**src/sct_pkg.sv**
```systemverilog
// Package for the single-cycle core instruction timing decoder
package sct_pkg;
   // Timing of the core clock
   localparam int CLK_HZ      = 20000000;
   localparam int CYCLE_NS    = 50;
   // Reset values and the wait count limit
   localparam logic [15:0] PC_RST    = 16'h0000;
   localparam logic [3:0]  CNT_RST   = 4'h0;
   localparam logic [2:0]  WAIT_MAX  = 3'h7;
   // Base cycle counts
   localparam logic [3:0]  XMOVE_BASE = 4'h4;
   localparam logic [3:0]  LONG_CALL_IRQ = 4'h3;

   // Decoded length and timing of one opcode
   typedef struct packed {
      logic [1:0] bytes;
      logic [3:0] cycles;
      logic       branch;
      logic       xdata;
      logic       long_call;
      logic       known;
   } sct_timing_t;

   // Controller states
   typedef enum logic [1:0] {
      SCT_FETCH = 2'b01,
      SCT_EXEC  = 2'b10
   } sct_state_t;
endpackage

```
**src/sct_core_timing.sv**
```systemverilog
// Opcode length and cycle timing sequencer for a single-cycle core
`timescale 1ns/100ps
// Behaviour
// - Every counted cycle is exactly one core clock period.
// - External data moves are one byte, four cycles with zero waits.
// - With n wait states an external data move takes four plus n cycles.
// - Wait count ranges zero to seven, each step adds one cycle.
// - Long subroutine call is three bytes, four cycles normally.
// - Long subroutine call from an interrupt takes three cycles.
// - Both code byte moves are one byte, four cycles.
// - Indirect jump via accumulator plus data pointer: one byte, three cycles.
// - Two-byte relative branches take three cycles.
// - Three-byte conditional branches take four cycles.
// - Absolute calls/jumps two bytes three cycles; returns one byte four.
// - Register moves one cycle; indirect pointer moves two cycles; one byte.
// - Three-byte moves three cycles; two-byte moves two cycles.
// - Carry-only ops one byte one cycle; direct bit ops two bytes two.
// - Register exchange one cycle; indirect or nibble two; direct two/two.
// - Rotates and no-operation are one byte, one cycle.
// - Push and pop of a direct byte are two bytes, two cycles.
module sct_core_timing (
   // Clock and reset
   input  wire logic        clk,
   input  wire logic        rst_n,
   // Opcode from program memory
   input  wire logic [7:0]  opcode,
   input  wire logic        opcode_valid,
   input  wire logic        irq_call,
   // Branch resolution from the execute unit
   input  wire logic        branch_taken,
   input  wire logic [15:0] branch_target,
   // External wait count setting
   input  wire logic [2:0]  external_wait_count,
   // Status toward the core
   output logic [15:0] pc,
   output logic        fetch_req,
   output logic        busy,
   output logic        done,
   output logic [3:0]  cycles_used,
   output logic [1:0]  length,
   output logic        illegal
);

   // Opcode groups handled by the table below
   // Register moves E8h-EFh and F8h-FFh, one cycle each
   // Indirect pointer moves E6h/E7h and F6h/F7h, two cycles each
   // Register exchange C8h-CFh, one cycle
   // Indirect exchange C6h/C7h and nibble exchange D6h/D7h, two cycles
   // Direct byte exchange C5h, two bytes and two cycles
   // Rotates 03h, 13h, 23h, 33h and no-operation 00h, one cycle
   // Carry-only ops C3h, D3h, B3h, one cycle
   // Direct bit ops C2h, D2h, B2h, 82h, B0h, 72h, A0h, A2h, 92h
   // Push C0h and pop D0h, two bytes and two cycles
   // Three-byte moves 85h, 75h, 90h, three cycles
   // Two-byte moves share the two-cycle slot with immediate forms
   // Code byte moves 83h and 93h, four cycles
   // External data moves E0h, E2h/E3h, F0h, F2h/F3h, four plus waits
   // Indirect jump 73h, three cycles
   // Returns 22h and 32h, four cycles
   // Absolute calls and jumps share low nibble 1h
   // Relative branches 80h, 40h, 50h, 60h, 70h and D8h-DFh
   // Long call 12h and long jump 02h, three bytes and four cycles
   // Three-byte conditionals 10h, 20h, 30h, D5h and B4h-BFh
   // Every other opcode is flagged unknown and timed as one cycle
   // Order of the tests matters: narrow matches come first
   // Absolute forms are tested by low nibble only, so they sit late
   // Hazard: no opcode matched above has a 1h low nibble, so moving the nibble test up
   // is harmless today but would hide later additions with a 1h low nibble
   // Length and cycle table by opcode
   function automatic sct_pkg::sct_timing_t decode(input logic [7:0] op);
      sct_pkg::sct_timing_t t;
      // Default: one byte, one cycle, not a branch
      t = '{bytes: 2'd1, cycles: 4'd1, branch: 1'b0, xdata: 1'b0, long_call: 1'b0,
            known: 1'b1};
      if (op[7:3] == 5'b11101 || op[7:3] == 5'b11111) t.cycles = 4'd1;
      else if (op[7:1] == 7'b1110011 || op[7:1] == 7'b1111011) t.cycles = 4'd2;
      else if (op[7:3] == 5'b11001) t.cycles = 4'd1;
      else if (op[7:1] == 7'b1100011 || op[7:1] == 7'b1101011) t.cycles = 4'd2;
      else if (op == 8'hC5) begin
         t.bytes  = 2'd2;
         t.cycles = 4'd2;
      end
      else if (op == 8'h00 || op == 8'h03 || op == 8'h13 || op == 8'h23 ||
               op == 8'h33) t.cycles = 4'd1;
      else if (op == 8'hC3 || op == 8'hD3 || op == 8'hB3) t.cycles = 4'd1;
      else if (op == 8'hC2 || op == 8'hD2 || op == 8'hB2 || op == 8'h82 ||
               op == 8'hB0 || op == 8'h72 || op == 8'hA0 || op == 8'hA2 ||
               op == 8'h92) begin
         t.bytes  = 2'd2;
         t.cycles = 4'd2;
      end
      else if (op == 8'hC0 || op == 8'hD0) begin
         t.bytes  = 2'd2;
         t.cycles = 4'd2;
      end
      else if (op == 8'h85 || op == 8'h75 || op == 8'h90) begin
         t.bytes  = 2'd3;
         t.cycles = 4'd3;
      end
      else if (op == 8'hE5 || op == 8'h74 || op[7:3] == 5'b01111 ||
               op == 8'hF5 || op[7:3] == 5'b10101 || op[7:3] == 5'b10001 ||
               op[7:1] == 7'b0111011 || op[7:1] == 7'b1000011 ||
               op[7:1] == 7'b1010011) begin
         t.bytes  = 2'd2;
         t.cycles = 4'd2;
      end
      else if (op == 8'h93 || op == 8'h83) t.cycles = 4'd4;
      else if (op == 8'hE0 || op == 8'hF0 || op[7:1] == 7'b1110001 ||
               op[7:1] == 7'b1111001) begin
         t.cycles = sct_pkg::XMOVE_BASE;
         t.xdata  = 1'b1;
      end
      else if (op == 8'h73) begin
         t.cycles = 4'd3;
         t.branch = 1'b1;
      end
      else if (op == 8'h22 || op == 8'h32) begin
         t.cycles = 4'd4;
         t.branch = 1'b1;
      end
      else if (op[3:0] == 4'h1) begin
         t.bytes  = 2'd2;
         t.cycles = 4'd3;
         t.branch = 1'b1;
      end
      else if (op == 8'h80 || op == 8'h40 || op == 8'h50 || op == 8'h60 ||
               op == 8'h70 || op[7:3] == 5'b11011) begin
         t.bytes  = 2'd2;
         t.cycles = 4'd3;
         t.branch = 1'b1;
      end
      // long call, long jump shares its timing
      else if (op == 8'h12 || op == 8'h02) begin
         t.bytes  = 2'd3;
         t.cycles = 4'd4;
         t.branch = 1'b1;
         t.long_call = (op == 8'h12);
      end
      else if (op == 8'h20 || op == 8'h30 || op == 8'h10 || op == 8'hD5 ||
               op[7:4] == 4'hB && op[3:0] >= 4'h4) begin
         t.bytes  = 2'd3;
         t.cycles = 4'd4;
         t.branch = 1'b1;
      end
      // Arithmetic and logic opcodes: treated as one byte, one cycle
      else t.known = 1'b0;
      return t;
   endfunction

   // Sequencer state and the record of the running instruction
   // The count starts at one on the take edge, so a target of N
   // ends the instruction after exactly N clocks
   sct_pkg::sct_state_t  state_ff, nxt_state;
   sct_pkg::sct_timing_t cur_ff, nxt_cur;
   logic [3:0]  cnt_ff, nxt_cnt;
   logic [3:0]  tgt_ff, nxt_tgt;
   logic [15:0] pc_ff, nxt_pc;
   logic        done_ff, nxt_done;
   logic [3:0]  used_ff, nxt_used;
   logic [1:0]  len_ff, nxt_len;
   logic        ill_ff, nxt_ill;
   sct_pkg::sct_timing_t dec;
   logic [3:0]  target;

   // Decode and target cycle count
   always_comb begin
      dec    = decode(opcode);
      target = dec.cycles;
      // add wait states to external moves
      // zero to seven waits, one cycle each
      if (dec.xdata)
         target = sct_pkg::XMOVE_BASE + {1'b0, external_wait_count};
      // interrupt-issued long call
      // Only the long call opcode is shortened, never the long jump
      if (dec.long_call && irq_call)
         target = sct_pkg::LONG_CALL_IRQ;
   end

   // Sequencer next state
   // FETCH takes an opcode when one is offered
   // One-cycle opcodes finish on the take edge and stay in FETCH,
   // so a new opcode may follow on the very next edge
   // Longer opcodes move to EXEC and count one per clock
   // Opcodes offered while in EXEC are ignored
   // The done pulse, length and cycle figures change together
   always_comb begin
      nxt_state = state_ff;
      nxt_cur   = cur_ff;
      nxt_cnt   = cnt_ff;
      nxt_tgt   = tgt_ff;
      nxt_pc    = pc_ff;
      nxt_done  = 1'b0;
      nxt_used  = used_ff;
      nxt_len   = len_ff;
      nxt_ill   = ill_ff;
      unique case (state_ff)
         sct_pkg::SCT_FETCH: begin
            if (opcode_valid) begin
               nxt_cur = dec;
               nxt_tgt = target;
               nxt_ill = ~dec.known;
               // first cycle of the instruction
               // The take edge itself is the first counted cycle
               nxt_cnt = 4'h1;
               if (target == 4'h1) begin
                  nxt_pc   = pc_ff + {14'h0000, dec.bytes};
                  nxt_done = 1'b1;
                  nxt_used = target;
                  nxt_len  = dec.bytes;
               end else begin
                  nxt_state = sct_pkg::SCT_EXEC;
               end
            end
         end
         sct_pkg::SCT_EXEC: begin
            nxt_cnt = cnt_ff + 4'h1;
            if (nxt_cnt == tgt_ff) begin
               nxt_state = sct_pkg::SCT_FETCH;
               nxt_done  = 1'b1;
               nxt_used  = tgt_ff;
               nxt_len   = cur_ff.bytes;
               // advance PC by length
               // Branch outcome is sampled on the last cycle only
               // A not-taken branch advances like any other opcode
               if (cur_ff.branch && branch_taken) begin
                  nxt_pc = branch_target;
               end else begin
                  nxt_pc = pc_ff + {14'h0000, cur_ff.bytes};
               end
            end
         end
         default: nxt_state = sct_pkg::SCT_FETCH;
      endcase
   end

   // Sequencer registers
   // Reset puts the sequencer in FETCH with all figures cleared
   // Only constants are loaded in the reset branch
   always_ff @(posedge clk or negedge rst_n) begin
      if (!rst_n) begin
         state_ff <= sct_pkg::SCT_FETCH;
         cur_ff   <= '0;
         cnt_ff   <= sct_pkg::CNT_RST;
         tgt_ff   <= sct_pkg::CNT_RST;
         pc_ff    <= sct_pkg::PC_RST;
         done_ff  <= 1'b0;
         used_ff  <= sct_pkg::CNT_RST;
         len_ff   <= 2'd0;
         ill_ff   <= 1'b0;
      end else begin
         state_ff <= nxt_state;
         cur_ff   <= nxt_cur;
         cnt_ff   <= nxt_cnt;
         tgt_ff   <= nxt_tgt;
         pc_ff    <= nxt_pc;
         done_ff  <= nxt_done;
         used_ff  <= nxt_used;
         len_ff   <= nxt_len;
         ill_ff   <= nxt_ill;
      end
   end

   // Outputs
   // Handshake flags decode the state directly
   // Data outputs come straight from flip-flops
   assign pc          = pc_ff;
   assign fetch_req   = (state_ff == sct_pkg::SCT_FETCH);
   assign busy        = (state_ff == sct_pkg::SCT_EXEC);
   assign done        = done_ff;
   assign cycles_used = used_ff;
   assign length      = len_ff;
   assign illegal     = ill_ff;

endmodule

```
**config.mk**
```make
export PLATFORM = sky130hd
export DESIGN_NAME = sct_core_timing
export DESIGN_NICKNAME = d
export VERILOG_FILES = /design/src/sct_pkg.sv /design/src/sct_core_timing.sv
export SDC_FILE = /design/constraint.sdc
export NUM_CORES = 1
export LEC_CHECK = 0
export BUFFER_PORTS_ARGS = -buffer_cell sky130_fd_sc_hd__buf_2
export CAP_MARGIN = 30
export CORE_MARGIN = 2
export CORE_UTILIZATION = 55
export DETAILED_ROUTE_END_ITERATION = 12
export PLACE_DENSITY = 0.79
export SETUP_SLACK_MARGIN = 0.05
export SYNTH_ARGS = -nofsm -noshare
export SYNTH_HDL_FRONTEND = slang
export SYNTH_SLANG_ARGS = --single-unit
export TNS_END_PERCENT = 10
```
**constraint.sdc**
```tcl
create_clock -name clk -period 3.05 [get_ports clk]
set_input_delay 0.915 -clock clk [delete_from_list [all_inputs] [get_ports clk]]
set_output_delay 0.915 -clock clk [all_outputs]
set_load 0.005 [all_outputs]
```
* Word level (Yosys, flattened, before mapping)
Index checks and enable logic that the tools add are counted.
** Word-level totals
- Register bits :: 37
- Input port bits :: 32
- Word-level logic and storage cells :: 228
** Cells by class
- $add $sub $neg :: 4
- Magnitude comparators :: 1
- Equality and inequality tests :: 69
- Muxes and demuxes :: 91
- Bitwise operators :: 1
- Reduce and logical (&&, ||, !) cells :: 52
** Operators by type and width (number)
- 8-bit == test (second input constant) :: 24
- 7-bit two-way mux :: 19
- 4-bit two-way mux :: 26
- 8-bit by 7-bit == test with 1-bit output (second input constant) :: 8
- 16-bit two-way mux :: 4
- 7-bit == test (second input constant) :: 8
- 8-bit by 6-bit == test with 1-bit output (second input constant) :: 6
- 1-bit logical OR :: 43
- 2-bit two-way mux :: 21
- 16-bit by 2-bit adder with 16-bit output :: 2
- 16-bit one-hot mux with 2 select lines :: 1
- 5-bit == test (second input constant) :: 6
- 6-bit two-way mux :: 5
- 8-bit by 5-bit == test with 1-bit output (second input constant) :: 3
- 8-bit by 2-bit == test with 1-bit output (second input constant) :: 2
- 4-bit one-hot mux with 2 select lines :: 2
- 5-bit two-way mux :: 2
- 4-bit by 1-bit == test with 1-bit output (second input constant) :: 2
- 8-bit logical NOT :: 1
- 1-bit two-way mux :: 8
- 2-bit one-hot mux with 2 select lines :: 2
- 7-bit by 6-bit == test with 1-bit output (second input constant) :: 1
- 5-bit by 4-bit == test with 1-bit output (second input constant) :: 1
- 3-bit by 3-bit adder with 4-bit output (first input constant) :: 1
- other kinds (15) :: 20

* Logic depth before layout (Yosys ltp)
- Word-level depth :: 45
- Depth in mapped cells :: 15
- Gate-level depth less buffers :: 14

* Worst setup path after synthesis
Ideal clock, no wire load.
- Path type :: input port to flip-flop
- Start :: in opcode[3]
- End :: reg pc_ff[10], in the netlist pc[10]
- Setup time :: 0.138 ns
- Arrival :: 3.714 ns
- Path slack :: -0.801 ns
- Cell stages on the path :: 12
- Path buffers :: 1
- Cells stage by stage :: buf_2 > nor3_1 > a211oi_1 > or3_4 > nor3_4 > ha_1 > inv_1 > fa_1 > nor3_1 > a41oi_1 > o31ai_1 > o211ai_1
** RTL lines
- start: declaration :: line sct_core_timing.sv:26 : input wire logic [7:0] opcode,
- end signal: assignment :: line sct_core_timing.sv:245 : pc_ff <= sct_pkg::PC_RST;
- end signal: assignment :: line sct_core_timing.sv:255 : pc_ff <= nxt_pc;
- end: declaration :: line sct_core_timing.sv:157 : logic [15:0] pc_ff, nxt_pc;

* Final worst setup path
- Start :: in opcode[6]
- End :: reg pc_ff[6], in the netlist pc[6]
** Between the ends
- Cells in the longest elaborated chain, start to end :: 44
** RTL lines
- parallel branches: the longest is 44 deep, another holds 8-bit by 6-bit == test with 1-bit output
Parallel ways; which one is timed is not known. The select of a mux whose other input is x is not followed.
A chain may end at the register's enable or synchronous reset.

==> flow_metrics.py <==
metrics = {
    "logic_synthesis": {
        "count_of_flip_flops_with_a_built_in_enable_after_synthesis": 0,
        "ys_ff_latch": 37,
        "synth_ff_type": "sky130_fd_sc_hd__dfrtp_1",
        "mappedNetlistArea_sq_um": 3197,
        "yosys_warnings": 0,
        "synthCells": 395,
        "yosysUniqueCellTypes": 66,
        "seq_total_area_yosys_pct": 29.00,
        "main_area_contributors_after_synthesis": "sky130_fd_sc_hd__dfrtp_1 28%, sky130_fd_sc_hd__nand2_1 6.2%, sky130_fd_sc_hd__o21ai_0 5.0%",
        "syn_nets": 436,
        "async_reset_ff_share_pct": 100.0,
        "post-synth-top-area-cell": "sky130_fd_sc_hd__dfrtp_1",
        "synth_top_cell_area_share_pct": 28.18,
        "syn-mean-instance-area_sq_um": 8.093,
    },
    "sta": {
        "final.period_utilization_pct": 106.4,
        "report.final.slew_viol_count": 0,
        "final_critical_path_setup_slack_ns": -0.1965,
        "setup_repair_after_global_routing_missed_its_margin": "yes",
        "worst_setup_skew_after_layout_ns": 0.004482,
        "min_cycle_time_layout_ns": 3.246,
        "timing.fmax_mhz": 308.0,
        "final_setup_viols": 12,
        "tightest_slew_ns": 0.9166,
        "report.final.hold_viol_count": 0,
        "maxSlewHeadroom_pct": 38.24,
    },
    "grt": {
        "grt_start_max_net_pins": 38,
        "grt_first_pass_wirelength_um": 16290,
        "first_global_vias": 3346,
        "initial_antenna_violation_count": 0,
        "grt-ovfl-total": 0,
        "grt_use_total_pct": 32.22,
    },
    "clock_network": {
        "hold_bufs_at_cts": 0,
        "clock_tree.root_cell": "sky130_fd_sc_hd__clkbuf_8",
        "clockBufferDepth": 2,
        "tritoncts": "yes",
        "cts-htree-levels": 2,
        "worst_skew_pair.late_latency_ns": 0.30,
        "cts_sink_count": 37,
        "cts_inserted_buffers": 5,
        "clkSlewWorstSetupHoldPaths_ns": 0.08,
    },
    "final_layout": {
        "postLayoutCellArea_sq_um": 4235,
        "layout.cells.most_common": "sky130_fd_sc_hd__buf_4",
        "antenna_cells": 0,
        "final_cell_utilization_of_the_core_pct": 75.98,
        "commonest_cells_after_routing_fill_and_taps_aside": "70 x sky130_fd_sc_hd__buf_4, 52 x sky130_fd_sc_hd__nand2_1, 51 x sky130_fd_sc_hd__buf_2",
        "layout-drive-gt1-share_pct": 37.07,
        "layout.filler_cells": 422,
        "nets": 539,
        "layout-area-overhead-vs-synth_pct": 32.49,
    },
    "routing": {
        "post-route-drc-count": 0,
        "detailroute.via_count": 3590,
        "via_per_inst": 6.287,
        "drtIter0Drc": 352,
        "first_pass_iters": 7,
        "finalWirelength_um": 9970,
        "antenna_violating_nets_left": 0,
        "post_drt_wl_per_cell_um": 17.46,
    },
    "floorplanning": {
        "placeableCoreArea_sq_um": 5574,
        "floorplan.die.width_um": 80.24,
        "starting_density_pct": 57.35,
        "die_area_sq_um": 6438,
        "core.rowCount": 27,
        "dieHeight_um": 80.24,
        "ioPinCount": 58,
    },
    "run": {
        "drv_cap": 0,
    },
    "placement": {
        "dpl.hpwl_um": 7017,
        "port-buffer-count": 57,
        "detailed_place.area_sq_um": 3919,
        "gp_routability_congestion": 0.9654,
    },
    "power": {
        "power.switching_fraction_pct": 46.02,
        "power.internal_mw": 1.632,
        "powerDensity_nw_per_um2": 713.9,
        "power_switching_mw": 1.392,
        "ir_drop_mv": 0.4919,
        "share_clk_of_total_power_pct": 11.5,
        "total_leakage_power_nw": 1.862,
        "power_frac_comb_pct": 58.7,
        "power.total_mw": 3.024,
        "sequentialPowerShare_pct": 29.8,
    },
    "setup_path": {
        "crit_path_max_incr_delay_ns": 0.52,
        "critPathKind": "primary input to flip-flop",
        "worst_ep_arrival_time_ns": 3.43,
        "crit_chain": "buf_2 > or4b_4 > buf_4 > a21boi_2 > a41oi_2 > o2111a_2 > fa_2 > nor3_4 > buf_4 > a31oi_4 > o221a_2",
        "cp.required_ns": 3.24,
        "crit_top_cell": "sky130_fd_sc_hd__buf_4",
        "cp-end-kind": "flip-flop",
        "worstPathMaxFanout": 6,
        "crit_slowest_cell": "sky130_fd_sc_hd__or4b_4",
        "start_kind": "primary input",
    },
    "outcome": {
        "violated_checks": "negative setup slack",
        "outcome": "finished, violations left",
    },
    "min_path": {
        "timing.hold.worst.class": "flip-flop to flip-flop",
    },
}
## worst max-delay path, delay by kind of cell
kind                     cells  cell delay (ns)
AND/OR/NAND/NOR              2             0.85
AO/OA/AOI/OAI                5             0.82
buffers and inverters        3             0.47
adder cells (fa/ha/maj)      1             0.38
## stage by stage
step	std cells	hold WS, ns	setup slack [ns]	setup TNS (ns)
2_1_floorplan	395	0.4685	-0.4781	-4.739
3_3_place_gp	553	0.4916	-0.4674	-6.409
3_5_place_dp	553	0.4864	-0.5344	-7.705
4_1_cts	569	0.5145	-0.1690	-1.043
5_1_grt	571	0.5426	-0.2899	-2.337
6_report	571	0.5075	-0.1965	-1.042
## logic make-up (layout without fill, tap and decap cells)
group                    count (synthesis)  count (layout)  share of synthesized area, %
XOR/XNOR                                22              22                         6.027
buffers and inverters                   44             148                         6.575
flip-flops                              37              37                         29.00
AO/OA/AOI/OAI                           99              99                         21.45
AND/OR/NAND/NOR                        172             172                         28.26
adder cells (fa/ha/maj)                  9               9                         3.992
multiplexers                            12              12                         4.697
## registers in the layout, indices dropped and copies added, names as in the netlist, 2 cells and up
name and flops:
cnt_ff 4, cur_ff 3, cycles_used 4, length 2, pc 16, state_ff 2
tgt_ff 4
## synth_stat cells (2+ instances only)
| cell type | instances |
|---|---|
| sky130_fd_sc_hd__nor4_1 | 7 |
| sky130_fd_sc_hd__and2_1 | 2 |
| sky130_fd_sc_hd__nor3_1 | 13 |
| sky130_fd_sc_hd__a211oi_1 | 6 |
| sky130_fd_sc_hd__a41oi_1 | 3 |
| sky130_fd_sc_hd__o21a_1 | 2 |
| sky130_fd_sc_hd__o22ai_1 | 2 |
| sky130_fd_sc_hd__buf_1 | 4 |
| sky130_fd_sc_hd__mux2_2 | 4 |
| sky130_fd_sc_hd__ha_1 | 7 |
| sky130_fd_sc_hd__buf_4 | 3 |
| sky130_fd_sc_hd__or2_2 | 2 |
| sky130_fd_sc_hd__nand3b_1 | 6 |
| sky130_fd_sc_hd__a31oi_1 | 8 |
| sky130_fd_sc_hd__and3_1 | 4 |
| sky130_fd_sc_hd__xor2_1 | 11 |
| sky130_fd_sc_hd__nand3_1 | 24 |
| sky130_fd_sc_hd__nand4_1 | 8 |
| sky130_fd_sc_hd__a22o_1 | 4 |
| sky130_fd_sc_hd__buf_6 | 4 |
| sky130_fd_sc_hd__o21ai_0 | 32 |
| sky130_fd_sc_hd__buf_2 | 3 |
| sky130_fd_sc_hd__nand2_1 | 53 |
| sky130_fd_sc_hd__mux2_4 | 5 |
| sky130_fd_sc_hd__dfrtp_1 | 36 |
| sky130_fd_sc_hd__and4_1 | 4 |
| sky130_fd_sc_hd__clkbuf_1 | 16 |
| sky130_fd_sc_hd__nor2b_1 | 2 |
| sky130_fd_sc_hd__nor2_1 | 25 |
| sky130_fd_sc_hd__fa_1 | 2 |
| sky130_fd_sc_hd__o31ai_1 | 3 |
| sky130_fd_sc_hd__mux2i_1 | 3 |
| sky130_fd_sc_hd__o221a_2 | 2 |
| sky130_fd_sc_hd__inv_1 | 14 |
| sky130_fd_sc_hd__o211ai_1 | 11 |
| sky130_fd_sc_hd__a21oi_1 | 12 |
| sky130_fd_sc_hd__nand2b_1 | 9 |
| sky130_fd_sc_hd__xnor2_1 | 11 |
## final cells by class
class	instances	area, sq um	share of cell area, %
sequential	37	927.1	21.89
inverter	14	52.55	1.241
multi-input combinational	314	2242	52.94
clock buffer	6	72.57	1.713
clock inverter	2	10.01	0.2363
tap	72	90.09	2.127
timing repair buffer	126	840.8	19.85
## path summary, 6_finish.rpt
check                                       from                     to  slack, ns  cells past startpoint
max                                    opcode[6]      pc[6]$_DFFE_PN0P_      -0.20                     11
min                        length[0]$_DFFE_PN0P_  length[0]$_DFFE_PN0P_       0.51                      1
max reg2reg                cnt_ff[0]$_DFFE_PN0P_  length[0]$_DFFE_PN0P_       0.33                      7
min reg2reg                length[0]$_DFFE_PN0P_  length[0]$_DFFE_PN0P_       0.51                      1
max in group asynchronous                  rst_n     pc[12]$_DFFE_PN0P_       1.77                      1
min in group asynchronous                  rst_n  cnt_ff[2]$_DFFE_PN0P_       0.72                      1
## layer usage
layer  global-route usage, %  vias to the layer above  share of wire (%)
li1                        -                     1647                  -
met1                   44.57                     1694                 41
met2                   50.67                      215                 47
met3                   6.180                       34                9.6
met4                   10.51                        0                2.5
met5                       0                        -                  0
## repair_timing
item	in CTS	in global routing
buffers inserted	8	2
resized for setup	21	17
gates cloned	0	0
endpoints found under the setup margin	14	22
pin swaps	24	14
## power by group through the flow
stage / sequential, mW / clock (mW) / combinational [mW]
floorplan: 0.787 / 0 / 1.12
global placement: 0.880 / 0 / 1.56
global route: 0.925 / 0.369 / 1.94
finish: 0.902 / 0.347 / 1.78
detailed placement: 0.888 / 0 / 1.61
CTS: 0.888 / 0.353 / 1.67
(Power assumes the default switching activity.)
